### config.mk
export PLATFORM = sky130hd
export DESIGN_NAME = partial_network_wake_status
export DESIGN_NICKNAME = d
export VERILOG_FILES = /design/src/core/pn_wake_pkg.sv /design/src/core/partial_network_wake_status.sv /design/src/core/sticky_flag.sv
export SDC_FILE = /design/constraint.sdc
export NUM_CORES = 1
export LEC_CHECK = 0
export BUFFER_PORTS_ARGS = -buffer_cell sky130_fd_sc_hd__buf_2
export CAP_MARGIN = 40
export CORE_MARGIN = 8
export CORE_UTILIZATION = 52
export CTS_CLUSTER_SIZE = 40
export DETAILED_ROUTE_END_ITERATION = 8
export HOLD_SLACK_MARGIN = 0.02
export MAX_ROUTING_LAYER = met4
export PLACE_DENSITY = 0.8
export SLEW_MARGIN = 25
export SYNTH_ARGS = -nofsm -noshare
export SYNTH_HDL_FRONTEND = slang
export SYNTH_SLANG_ARGS = --single-unit
### constraint.sdc
create_clock -name CLK_IN -period 2.7 [get_ports CLK_IN]
set_input_delay 0.27 -clock CLK_IN [delete_from_list [all_inputs] [get_ports CLK_IN]]
set_output_delay 0.27 -clock CLK_IN [all_outputs]
set_load 0.01 [all_outputs]
### src/core/pn_wake_pkg.sv
// constants shared by the selective wake status block
package pn_wake_pkg;
  // ==========================================================
  // register addresses (7-bit register address space)
  localparam logic [6:0] FLAGS_ADDR = 7'h60;
  localparam logic [6:0] ERR_COUNT_ADDR = 7'h61;
  localparam logic [6:0] BIT_TIME_ADDR = 7'h63;
  // ==========================================================
  // field positions
  localparam int SYNC_BIT = 6;
  localparam int PATTERN_BIT = 5;
  localparam int FRAME_BIT = 4;
  localparam int SILENCE_BIT = 3;
  localparam int ACTIVE_BIT = 2;
  localparam int COUNT_LSB = 0;
  localparam int COUNT_WIDTH = 6;
  localparam int AVG_LSB = 4;
  localparam int AVG_WIDTH = 12;
  // ==========================================================
  // reset values and codes
  localparam logic [15:0] FLAGS_RESET = 16'h0000;
  localparam logic [15:0] ERR_COUNT_RESET = 16'h0000;
  localparam logic [15:0] BIT_TIME_RESET = 16'hA000;
  localparam logic [5:0] COUNT_OVERFLOW = 6'h20;
  localparam logic [2:0] MODE_NO_START = 3'h4;
  // ==========================================================
  // timing
  localparam int CLOCK_HZ = 50000000;
  localparam int SILENCE_TIME_US = 1000;
  localparam int SILENCE_CYCLES_DEF = (SILENCE_TIME_US * (CLOCK_HZ / 1000000));
endpackage : pn_wake_pkg

### src/core/partial_network_wake_status.sv
// selective wake status registers: flags, frame error counter, bit time
`timescale 1ns/10ps
module partial_network_wake_status #(
  parameter int SILENCE_CYCLES = pn_wake_pkg::SILENCE_CYCLES_DEF
) (
  input wire logic CLK_IN,
  input wire logic RST_N_IN,
  input wire logic RESTART_IN,
  input wire logic [6:0] REG_ADDR_IN,
  input wire logic REG_RD_IN,
  output logic [15:0] REG_RDATA_OUT,
  output logic REG_RVALID_OUT,
  input wire logic FRAME_OK_IN,
  input wire logic FRAME_ERR_IN,
  input wire logic WAKE_PATTERN_IN,
  input wire logic WAKE_FRAME_IN,
  input wire logic BUS_ACTIVITY_IN,
  input wire logic CONFIG_VALID_IN,
  input wire logic WAKE_MODE_IN,
  input wire logic MODE_WR_IN,
  input wire logic [2:0] MODE_CODE_IN,
  input wire logic AVG_VALID_IN,
  input wire logic [pn_wake_pkg::AVG_WIDTH-1:0] AVG_CLOCKS_IN,
  output logic PARTIAL_WAKE_ACTIVE_OUT,
  output logic SYSTEM_ERROR_OUT,
  output logic CAN_WAKE_ENABLE_OUT
);
  import pn_wake_pkg::*;

  localparam int IDLE_W = $clog2(SILENCE_CYCLES + 1);
  localparam logic [IDLE_W-1:0] IDLE_LIMIT = IDLE_W'(SILENCE_CYCLES);

  // ==========================================================
  // elaboration checks
  if (SILENCE_CYCLES < 1) begin : g_bad_silence
    $error("SILENCE_CYCLES must be at least one");
  end

  logic act_sync1;
  logic act_sync2;
  logic wake_enabled;
  logic system_error_flag;
  logic sync_flag;
  logic bus_silence_flag;
  logic wake_pattern_flag;
  logic wake_frame_flag;
  logic [COUNT_WIDTH-1:0] frame_error_count;
  logic [AVG_WIDTH-1:0] averaged_clocks_per_bit;
  logic [IDLE_W-1:0] idle_count;
  logic partial_wake_active;
  logic flags_read;
  logic overflow;
  logic [15:0] next_rdata;

  // ==========================================================
  // bus activity arrives from the pin, so it is synchronised first
  always_ff @(posedge CLK_IN) begin
    if (!RST_N_IN) begin
      act_sync1 <= 1'b0;
      act_sync2 <= 1'b0;
    end else begin
      act_sync1 <= BUS_ACTIVITY_IN;
      act_sync2 <= act_sync1;
    end
  end

  // ==========================================================
  // activation
  assign overflow = (frame_error_count == COUNT_OVERFLOW);
  assign partial_wake_active = wake_enabled && !system_error_flag
    && CONFIG_VALID_IN && WAKE_MODE_IN;
  // a read refused during restart must not clear flags it never returned
  assign flags_read = REG_RD_IN && !RESTART_IN && (REG_ADDR_IN == FLAGS_ADDR);

  // a mode write with any code but MODE_NO_START starts wake; overflow shuts it off and wins
  always_ff @(posedge CLK_IN) begin
    if (!RST_N_IN) begin
      wake_enabled <= 1'b0;
    end else if (overflow) begin
      wake_enabled <= 1'b0;
    end else if (MODE_WR_IN && (MODE_CODE_IN != MODE_NO_START)) begin
      wake_enabled <= 1'b1;
    end
  end

  // system error and bus wake are sticky until a full reset
  always_ff @(posedge CLK_IN) begin
    if (!RST_N_IN) begin
      system_error_flag <= 1'b0;
      CAN_WAKE_ENABLE_OUT <= 1'b0;
    end else if (overflow) begin
      system_error_flag <= 1'b1;
      CAN_WAKE_ENABLE_OUT <= 1'b1;
    end
  end

  // ==========================================================
  // frame error counter; simultaneous error and good frame cancel
  always_ff @(posedge CLK_IN) begin
    if (!RST_N_IN) begin
      frame_error_count <= ERR_COUNT_RESET[COUNT_LSB +: COUNT_WIDTH];
    end else if (!overflow) begin
      if (FRAME_ERR_IN && !FRAME_OK_IN) begin
        frame_error_count <= frame_error_count + 6'h01;
      end else if (FRAME_OK_IN && !FRAME_ERR_IN && (frame_error_count != 6'h00)) begin
        frame_error_count <= frame_error_count - 6'h01;
      end
    end
  end

  // ==========================================================
  // synchronisation: lost as soon as the wake function stops
  always_ff @(posedge CLK_IN) begin
    if (!RST_N_IN) begin
      sync_flag <= 1'b0;
    end else if (!partial_wake_active) begin
      sync_flag <= 1'b0;
    end else if (FRAME_OK_IN && !FRAME_ERR_IN) begin
      sync_flag <= 1'b1;
    end
  end

  // ==========================================================
  // silence timer saturates so the flag stays set while idle
  always_ff @(posedge CLK_IN) begin
    if (!RST_N_IN) begin
      idle_count <= '0;
      bus_silence_flag <= 1'b0;
    end else if (!partial_wake_active || act_sync2) begin
      idle_count <= '0;
      bus_silence_flag <= 1'b0;
    end else if (idle_count != IDLE_LIMIT) begin
      idle_count <= idle_count + IDLE_W'(1);
    end else begin
      bus_silence_flag <= 1'b1;
    end
  end

  // ==========================================================
  // read-to-clear wake flags
  sticky_flag u_pattern_flag (
    .CLK_IN(CLK_IN),
    .RST_N_IN(RST_N_IN),
    .SET_IN(WAKE_PATTERN_IN),
    .CLEAR_IN(flags_read),
    .FLAG_OUT(wake_pattern_flag)
  );

  sticky_flag u_frame_flag (
    .CLK_IN(CLK_IN),
    .RST_N_IN(RST_N_IN),
    .SET_IN(WAKE_FRAME_IN),
    .CLEAR_IN(flags_read),
    .FLAG_OUT(wake_frame_flag)
  );

  // ==========================================================
  // averaged bit time from the clock recovery filter
  always_ff @(posedge CLK_IN) begin
    if (!RST_N_IN) begin
      averaged_clocks_per_bit <= BIT_TIME_RESET[AVG_LSB +: AVG_WIDTH];
    end else if (AVG_VALID_IN) begin
      averaged_clocks_per_bit <= AVG_CLOCKS_IN;
    end
  end

  // ==========================================================
  // read mux; unmapped addresses return zero
  always_comb begin
    next_rdata = 16'h0000;
    unique case (REG_ADDR_IN)
      FLAGS_ADDR: begin
        next_rdata[SYNC_BIT] = sync_flag;
        next_rdata[PATTERN_BIT] = wake_pattern_flag;
        next_rdata[FRAME_BIT] = wake_frame_flag;
        next_rdata[SILENCE_BIT] = bus_silence_flag;
        next_rdata[ACTIVE_BIT] = partial_wake_active;
      end
      ERR_COUNT_ADDR: begin
        next_rdata[COUNT_LSB +: COUNT_WIDTH] = frame_error_count;
      end
      BIT_TIME_ADDR: begin
        next_rdata[AVG_LSB +: AVG_WIDTH] = averaged_clocks_per_bit;
      end
      default: begin
        next_rdata = 16'h0000;
      end
    endcase
  end

  // restart only wipes the read path; status state is untouched
  always_ff @(posedge CLK_IN) begin
    if (!RST_N_IN) begin
      REG_RDATA_OUT <= 16'h0000;
      REG_RVALID_OUT <= 1'b0;
    end else if (RESTART_IN) begin
      REG_RDATA_OUT <= 16'h0000;
      REG_RVALID_OUT <= 1'b0;
    end else begin
      REG_RVALID_OUT <= REG_RD_IN;
      if (REG_RD_IN) begin
        REG_RDATA_OUT <= next_rdata;
      end
    end
  end

  assign PARTIAL_WAKE_ACTIVE_OUT = partial_wake_active;
  assign SYSTEM_ERROR_OUT = system_error_flag;

  // ==========================================================
  // assertions
  property p_sync_cause;
    @(posedge CLK_IN) disable iff (!RST_N_IN)
      $rose(sync_flag) |-> $past(FRAME_OK_IN) && $past(partial_wake_active);
  endproperty
  a_sync_cause: assert property (p_sync_cause) else $error("sync without good frame");

  property p_sync_set;
    @(posedge CLK_IN) disable iff (!RST_N_IN)
      (partial_wake_active && FRAME_OK_IN && !FRAME_ERR_IN) |=> sync_flag || !partial_wake_active;
  endproperty
  a_sync_set: assert property (p_sync_set) else $error("good frame did not sync");

  property p_pattern_clear;
    @(posedge CLK_IN) disable iff (!RST_N_IN)
      (flags_read && !WAKE_PATTERN_IN) |=> !wake_pattern_flag && REG_RVALID_OUT
        && REG_RDATA_OUT[PATTERN_BIT] == $past(wake_pattern_flag);
  endproperty
  a_pattern_clear: assert property (p_pattern_clear) else $error("pattern flag not cleared");

  property p_frame_flag;
    @(posedge CLK_IN) disable iff (!RST_N_IN)
      WAKE_FRAME_IN ##1 (REG_RD_IN && REG_ADDR_IN == FLAGS_ADDR && !RESTART_IN)
        |=> REG_RDATA_OUT[FRAME_BIT];
  endproperty
  a_frame_flag: assert property (p_frame_flag) else $error("frame flag not reported");

  property p_silence;
    @(posedge CLK_IN) disable iff (!RST_N_IN)
      bus_silence_flag |-> $past(partial_wake_active) && !$past(act_sync2);
  endproperty
  a_silence: assert property (p_silence) else $error("silence flag while bus busy");

  property p_no_start;
    @(posedge CLK_IN) disable iff (!RST_N_IN)
      (!wake_enabled && MODE_WR_IN && MODE_CODE_IN == MODE_NO_START) |=> !wake_enabled;
  endproperty
  a_no_start: assert property (p_no_start) else $error("mode 100 started wake");

  property p_count_up;
    @(posedge CLK_IN) disable iff (!RST_N_IN)
      (FRAME_ERR_IN && !FRAME_OK_IN && !overflow)
        |=> frame_error_count == $past(frame_error_count) + 6'h01;
  endproperty
  a_count_up: assert property (p_count_up) else $error("error count did not rise");

  property p_count_down;
    @(posedge CLK_IN) disable iff (!RST_N_IN)
      (FRAME_OK_IN && !FRAME_ERR_IN && !overflow && frame_error_count != 6'h00)
        |=> frame_error_count == $past(frame_error_count) - 6'h01;
  endproperty
  a_count_down: assert property (p_count_down) else $error("error count did not fall");

  property p_overflow;
    @(posedge CLK_IN) disable iff (!RST_N_IN)
      overflow |=> SYSTEM_ERROR_OUT && CAN_WAKE_ENABLE_OUT && !PARTIAL_WAKE_ACTIVE_OUT
        && frame_error_count == COUNT_OVERFLOW;
  endproperty
  a_overflow: assert property (p_overflow) else $error("overflow actions missing");

  property p_reserved;
    @(posedge CLK_IN) disable iff (!RST_N_IN)
      REG_RVALID_OUT |-> REG_RDATA_OUT[3:0] == 4'h0 || $past(REG_ADDR_IN) != BIT_TIME_ADDR;
  endproperty
  a_reserved: assert property (p_reserved) else $error("reserved bits not zero");
endmodule : partial_network_wake_status

### src/core/sticky_flag.sv
// sticky status flag, hardware set wins over clear
`timescale 1ns/10ps
module sticky_flag (
  input wire logic CLK_IN,
  input wire logic RST_N_IN,
  input wire logic SET_IN,
  input wire logic CLEAR_IN,
  output logic FLAG_OUT
);
  // ==========================================================
  // flag storage; a set in the clear cycle is kept, never lost
  always_ff @(posedge CLK_IN) begin
    if (!RST_N_IN) begin
      FLAG_OUT <= 1'b0;
    end else if (SET_IN) begin
      FLAG_OUT <= 1'b1;
    end else if (CLEAR_IN) begin
      FLAG_OUT <= 1'b0;
    end
  end

  property p_set_wins;
    @(posedge CLK_IN) disable iff (!RST_N_IN)
      SET_IN |=> FLAG_OUT;
  endproperty
  a_set_wins: assert property (p_set_wins) else $error("flag lost a set event");
endmodule : sticky_flag

**Yosys cells after proc, flatten, opt, wreduce, memory -nomap -nowiden**

Cells that the tools add are included.
W data, S select, Z words.

- $add $sub $neg: 3
- Equal/unequal tests: 6
- Mux-type cells: 10
- Bitwise gates (word level): 2
- Reductions and logical operators: 24

Operators with widths:

| cell | count |
|---|---|
| $eq A7 B7 Y1 const B | 3 |
| $add A16 B1 Y16 const B | 1 |
| $ne A16 B16 Y1 const B | 1 |
| $mux W6 | 2 |
| $logic_and A1 B1 Y1 | 9 |
| $mux W9 | 1 |
| $add A6 B1 Y6 const B | 1 |
| $eq A6 B6 Y1 const B | 1 |
| $pmux W2 S3 | 1 |
| $reduce_bool A2 Y1 | 3 |
| $reduce_bool A6 Y1 | 1 |
| $reduce_or A2 Y1 | 3 |
| $sub A6 B1 Y6 const B | 1 |
| $logic_not A1 Y1 | 5 |
| $pmux W2 S2 | 1 |
| $reduce_and A2 Y1 | 2 |
| $mux W1 | 3 |
| $ne A3 B3 Y1 const B | 1 |
| $mux W2 | 1 |
| $not A1 Y1 | 2 |
| $pmux W1 S2 | 1 |
| $logic_or A1 B1 Y1 | 1 |

- Register bits after elaboration: 59
- Bits of input ports: 35
- Output and inout bits: 20
- Word-level logic and storage cells: 58

**Depth between registers and ports, before layout**

Gate-level depths: netlist of run 1.

- Word-level depth: 7
- Gate-level depth with buffers: 8
- Mapped depth without buffers: 7

**By module**

From an unflattened synthesis of run 1, not the netlist that was laid out.

- Cells, all modules: 276
- Area total of the unflattened synthesis: 2598.7 um^2

Modules (own cells, without submodules):

| module | instances | cells an instance | area an instance (um^2) | sequential area each (um^2) |
|---|---|---|---|---|
| partial_network_wake_status | 1 | 270 | 2516.2 | 1141.1 |
| sticky_flag | 2 | 3 | 41.3 | 20.0 |

**Least setup slack after synthesis of run 1**

No wires, ideal clock.

- Path kind: in2reg
- Start point: input FRAME_OK_IN
- End point: register frame_error_count[5]
- Arrival time: 1.854 ns
- Data required time: 2.578 ns
- Setup slack: 0.724 ns
- Stages on the path: 8
- Buffers on the path: 1
- Cells stage by stage: nand2b_1 > clkbuf_1 > ha_1 > a211oi_1 > nor2_1 > mux2i_1 > nand3_1 > o311a_1

- Word-level cells in the longest chain between the ends: 4

Ends and longest elaborated chain:

| element | RTL line | RTL |
|---|---|---|
| start, declared | partial_network_wake_status.sv:13 | `input wire logic FRAME_OK_IN,` |
| $logic_not A1 Y1 / $logic_and A1 B1 Y1 (equally long branches) | partial_network_wake_status.sv:103, partial_network_wake_status.sv:105 |  |
| $logic_and A1 B1 Y1 (on tied branches) | partial_network_wake_status.sv:103, partial_network_wake_status.sv:105 |  |
| $reduce_bool A2 Y1 (no line) | n/a |  |
| $reduce_and A2 Y1 (no line) | n/a |  |
| end signal, assigned | partial_network_wake_status.sv:101 | `frame_error_count <= ERR_COUNT_RESET[COUNT_LSB +: COUNT_WIDTH];` |
| end signal, assigned | partial_network_wake_status.sv:104 | `frame_error_count <= frame_error_count + 6'h01;` |
| end signal, assigned | partial_network_wake_status.sv:106 | `frame_error_count <= frame_error_count - 6'h01;` |
| end, declared | partial_network_wake_status.sv:47 | `logic [COUNT_WIDTH-1:0] frame_error_count;` |

Parallel ways exist; a longest one is shown, timed or not.
A chain may end at the register's enable or synchronous reset.

**Worst setup path after layout of run 1**

Same ends and word-level chain as after synthesis.

==> results of run 1 <==
==> worst max-delay path, delay by kind of cell <==
kind,cells,cell delay [ns]
AND/OR/NAND/NOR,3,0.59
adder cells (fa/ha/maj),1,0.46
AO/OA/AOI/OAI,2,0.42
multiplexers,1,0.26
buffers and inverters,1,0.11
==> final timing paths <==
kind	end	from	slack, ns	cells past startpoint
setup / recovery	frame_error_count[5]	FRAME_OK_IN	0.83	8
hold / removal	u_pattern_flag.FLAG_OUT	WAKE_PATTERN_IN	0.13	2
setup reg to reg	frame_error_count[5]	frame_error_count[1]	0.87	6
hold reg to reg	act_sync2	act_sync1	0.46	1
==> Yosys cell counts, drive strengths merged (5+ instances only) <==
master / instances
a21oi: 9
a22oi: 12
and2: 8
buf: 5
clkbuf: 7
dfxtp: 59
ha: 6
inv: 7
mux2i: 19
nand2: 13
nand3: 7
nand4: 5
nor2: 36
nor2b: 15
nor3: 6
o21ai: 10
or3: 5
xnor2: 7
xor2: 7
==> power breakdown <==
part / leakage [uW] / switching [uW] / internal [uW]
logic: 0.000693 / 192 / 186
registers: 0.000480 / 56.3 / 922
clock network: 0.0000923 / 372 / 430
==> per-layer routing <==
metal	track usage, %	part of all wire (%)	up-vias
li1	-	-	1071
met1	18.4	45	992
met2	28.4	49	57
met3	6.05	4.7	7
met4	6.73	1.4	0
met5	-	0	-
==> logic make-up after synthesis <==
kind of cell | share of synthesized area [%]
AND/OR/NAND/NOR | 22.6
multiplexers | 7.81
XOR/XNOR | 4.75
flip-flops | 45.8
AO/OA/AOI/OAI | 12.3
adder cells (fa/ha/maj) | 3.69
buffers and inverters | 3.06
==> state kept, by name, summed over array words and instances (netlist names) <==
register                 cells
act_sync1                    1
u_frame_flag.FLAG_OUT        1
frame_error_count            6
REG_RVALID_OUT               1
sync_flag                    1
u_pattern_flag.FLAG_OUT      1
act_sync2                    1
idle_count                  16
averaged_clocks_per_bit     12
SYSTEM_ERROR_OUT             1
bus_silence_flag             1
wake_enabled                 1
REG_RDATA_OUT               16
==> final cells by class <==
type,count,area share [%]
multi-input combinational,198,42.7
timing repair buffer,55,9.00
clock inverter,7,2.43
inverter,7,0.851
clock buffer,9,4.01
tap,67,2.71
sequential,59,38.2
==> metrics by stage <==
stage               power [uW]  area, um^2
global placement          1350        2890
CTS                       2180        3090
finish                    2160        3090
detailed placement        1370        2890
global route              2270        3090
floorplan                 1270        2580
==> impl_metrics.py, run 1 <==
metrics = {
    "status": {
        "outcome": "completed",
    },
    "detailed_routing": {
        "via_count": 2127,
        "drt-wirelength-per-cell_um": 14.2,
        "route.detailed.drc": 0,
        "finalWirelength_mm": 5.73,
        "avgViaCountPerCell": 5.29,
        "dr.pass1.iters": 5,
        "ant_nets": 0,
        "drt_iter0_markers": 105,
    },
    "finish": {
        "regArea_um2": 1180,
        "final_cell_mix": "59 x dfxtp_1, 54 x buf_2, 35 x nor2_1, 19 x mux2i_1, 15 x nor2b_1",
        "syn_to_final_growth_pct": 19.7,
        "fillers": 417,
        "final_common_cell": "dfxtp_1",
        "drive_gt1_share_pct": 23.3,
        "instances_no_fill": 402,
        "num-nets-final": 372,
        "n_antenna_cell": 0,
        "final_util_pct": 64.9,
        "multi_input_area_um2": 1320,
    },
    "synth": {
        "syn_nets": 318,
        "ys_types": 49,
        "netlist_top_cells_area": "dfxtp_1 46%, mux2i_1 7.4%, nor2_1 5.1%",
        "ys_seq_area_share_pct": 45.8,
        "synth-edff-count": 0,
        "async_reset_ff_share_pct": 0,
        "ys_seq_elements": 59,
        "ys.flop_type": "dfxtp_1",
        "synth_top_area_cell": "dfxtp_1",
        "yosysWarnings": 0,
        "synth.cell_area_um2": 2580,
        "yosys.area.top_type_share_pct": 45.8,
        "avgSynthCellArea_um2": 9.35,
        "synthesis.instances": 276,
    },
    "sta": {
        "final_hold_viol_count": 0,
        "hold_slack_ns": 0.134,
        "period_needed_ns": 1.87,
        "worstMarginPinSlew_ns": 0.674,
        "fmax_ghz": 0.534,
        "fin_crit_sh_pct": 69.4,
        "slew_viol_final": 0,
        "fin_tns_setup_ns": 0,
        "rsz0062_at_grt": "no",
        "finalSetupViolCount": 0,
        "clock_skew_ns": 0.0110,
        "slew_headroom_pct": 55.1,
        "fin_ws_ns": 0.827,
    },
    "critical_path": {
        "path_class": "in -> reg",
        "start_kind": "input pin",
        "crit_fanout": 13,
        "path_cells": "buf_2 > nand2b_1 > ha_1 > o21ai_0 > nor2_1 > mux2i_1 > nand3_1 > o311a_1",
        "cpPeakStageDelay_ns": 0.46,
        "cp_data_required_time_ns": 2.93,
        "critPathCaptureType": "flop",
        "slowest_stage": "ha_1",
        "worstPathArrival_ns": 2.10,
    },
    "power_and_ir_drop": {
        "p_leak_uw": 0.00127,
        "power_density_nw_per_um2": 699,
        "irDropWorstVdd_v": 0.000513,
    },
    "global_route": {
        "grt_overflow_total": 0,
        "grt.total_usage_pct": 17.1,
        "grt_pass1_vias": 2126,
        "antenna_found_initial": 0,
        "grt_pass1_wl_mm": 9.78,
        "grt_max_degree": 26,
    },
    "die": {
        "floorplan.rows": 25,
        "initial_utilization_pct": 54.3,
        "fp.dieArea_um2": 7470,
        "ios": 55,
        "core_um2": 4750,
        "die_w_um": 86.4,
        "die_h_um": 86.4,
    },
    "placement": {
        "dp.cells": 386,
        "port_buffers": 54,
        "gp_congestion": 0.824,
        "dp_slack_ns": 0.489,
        "dp_hpwl_mm": 4.05,
    },
    "worst_hold_path": {
        "hold_class": "in -> reg",
    },
    "clock_network": {
        "hold_buffers": 0,
        "h-tree-depth": 3,
        "insertion_delay_ns": 0.34,
        "cts_tree": "done",
        "cts-root-buf": "clkbuf_8",
        "clock_sinks": 59,
        "cts_setup_buffers": 0,
        "clockBufferDepth": 2,
        "cts_made_buffers": 9,
        "postCtsResizedCells": 0,
        "clk_pin_slew_ns": 0.07,
    },
    "flow_run": {
        "cap_viol_max_count": 0,
    },
}
(Power assumes the default switching activity.)
==> run 2: changes to the inputs <==
==> constraint.sdc (replaced) <==
create_clock -name CLK_IN -period 1.8 [get_ports CLK_IN]
set_input_delay 0.18 -clock CLK_IN [delete_from_list [all_inputs] [get_ports CLK_IN]]
set_output_delay 0.18 -clock CLK_IN [all_outputs]
set_load 0.01 [all_outputs]
==> impl_metrics.py, run 2 (same netlist as run 1, synthesis figures left out) <==
metrics = {
    "clock_network": {
        "clockBufferDepth": 2,
        "cts_tree": "done",
        "cts-root-buf": "clkbuf_8",
        "clk_pin_slew_ns": 0.06,
        "hold_buffers": 0,
        "cts_made_buffers": 9,
        "clock_sinks": 59,
        "insertion_delay_ns": 0.34,
        "h-tree-depth": 3,
    },
    "detailed_routing": {
        "route.detailed.drc": 0,
        "ant_nets": 0,
        "dr.pass1.iters": 4,
        "drt_iter0_markers": 64,
        "finalWirelength_mm": 5.89,
        "via_count": 2172,
        "drt-wirelength-per-cell_um": 14.2,
        "avgViaCountPerCell": 5.25,
    },
    "sta": {
        "fin_crit_sh_pct": 97.8,
        "hold_slack_ns": 0.0469,
        "fin_tns_setup_ns": 0,
        "fmax_ghz": 0.568,
        "slew_viol_final": 0,
        "clock_skew_ns": 0.00590,
        "finalSetupViolCount": 0,
        "slew_headroom_pct": 74.0,
        "final_hold_viol_count": 0,
        "worstMarginPinSlew_ns": 0.390,
        "period_needed_ns": 1.76,
    },
    "die": {
        "die_w_um": 86.4,
        "initial_utilization_pct": 54.3,
        "core_um2": 4750,
        "fp.dieArea_um2": 7470,
        "floorplan.rows": 25,
        "die_h_um": 86.4,
        "ios": 55,
    },
    "worst_hold_path": {
        "whs_path_depth": 2,
        "hold_class": "in -> reg",
        "hp-start": "WAKE_PATTERN_IN",
        "min_to": "u_pattern_flag.FLAG_OUT",
    },
    "power_and_ir_drop": {
        "p_leak_uw": 0.00134,
        "total_power_uw": 3440,
        "irDropWorstVdd_v": 0.000815,
        "power_density_nw_per_um2": 1070,
    },
    "placement": {
        "port_buffers": 54,
        "place_area_um2": 2980,
        "dp_hpwl_mm": 4.15,
        "gp_congestion": 0.807,
    },
    "critical_path": {
        "start_kind": "flop",
        "critPathCaptureType": "flop",
        "rr_worst_depth": 6,
        "path_class": "reg -> reg",
        "worstPathArrival_ns": 1.99,
        "crit_fanout": 4,
        "critical-path-top-delay-family": "compound AO/OA/AOI/OAI gates",
        "cp_num_buf_inv": 0,
        "rrSetupSlack_ns": 0.04,
        "path_cells": "ha_1 > a211oi_2 > nor2_2 > mux2i_1 > nand3_1 > o311a_1",
        "cp_data_required_time_ns": 2.03,
        "timing.rr.end": "frame_error_count[5]",
        "rr_startpoint": "frame_error_count[1]",
        "slowest_stage": "dfxtp_1",
        "cpPeakStageDelay_ns": 0.34,
    },
    "finish": {
        "num-nets-final": 384,
        "drive_gt1_share_pct": 26.5,
        "final_cell_mix": "59 x dfxtp_1, 54 x buf_2, 34 x nor2_1, 19 x mux2i_1, 15 x nor2b_1",
        "final_common_cell": "dfxtp_1",
        "regArea_um2": 1180,
        "fillers": 382,
        "n_antenna_cell": 0,
        "largestRegisters": "REG_RDATA_OUT: 16 flops, idle_count: 16 flops, averaged_clocks_per_bit: 12 flops",
        "final_area_um2": 3200,
        "multi_input_area_um2": 1330,
        "syn_to_final_growth_pct": 24.1,
    },
    "global_route": {
        "grt.total_usage_pct": 16.6,
        "grt_overflow_total": 0,
        "antenna_found_initial": 0,
        "grt_max_degree": 24,
        "grt_pass1_wl_mm": 9.58,
        "grt_pass1_vias": 2150,
    },
    "flow_run": {
        "cap_viol_max_count": 0,
    },
    "status": {
        "outcome": "completed",
    },
}
-- run 2: worst max path at each step --
| stage | from | endpoint | slack, ns | cells past startpoint |
|---|---|---|---|---|
| 2_1_floorplan | FRAME_OK_IN | frame_error_count[5] | 0.01 | 8 |
| 3_3_place_gp | FRAME_OK_IN | frame_error_count[5] | -0.11 | 8 |
| 3_5_place_dp | FRAME_OK_IN | frame_error_count[5] | -0.17 | 8 |
| 4_1_cts | frame_error_count[1] | frame_error_count[5] | 0.07 | 6 |
| 5_1_grt | frame_error_count[1] | frame_error_count[5] | -0.04 | 6 |
| 6_report | frame_error_count[1] | frame_error_count[5] | 0.04 | 6 |
-- run 2: stage by stage --
stage / setup slack [ns] / instances / util (%)
final: 0.0401 / 414 / 67.3
after global routing: -0.0435 / 414 / 67.3
after detailed placement: -0.165 / 398 / 62.7
after floorplan: 0.0128 / 276 / -
after CTS: 0.0736 / 414 / 67.1
after global placement: -0.107 / 398 / 62.7
-- run 2: where the power goes --
group	internal, uW	switching [uW]	total, uW
Clock	775	516	1290
Combinational	354	332	686
Sequential	1380	78.5	1460
-- run 2: layer usage --
| layer | global-route usage (%) | vias to the layer above | share of wire [%] |
|---|---|---|---|
| met4 | 6.57 | 0 | 1.7 |
| li1 | - | 1093 | - |
| met3 | 5.58 | 13 | 4.5 |
| met1 | 19.1 | 1008 | 47 |
| met5 | - | - | 0 |
| met2 | 26.1 | 58 | 47 |
-- run 2: area by class of cell --
cell class	count	share of cell area, %
clock buffer	11	4.10
clock inverter	5	2.42
inverter	7	0.821
multi-input combinational	198	41.7
sequential	59	36.9
tap	67	2.62
timing repair buffer	67	11.5
-- run 2: repair_timing --
action,4_1_cts,5_1_grt
endpoints found under the hold margin,0,0
buffers inserted,0,0
gates resized for setup,0,4
endpoints found under the setup margin,0,2
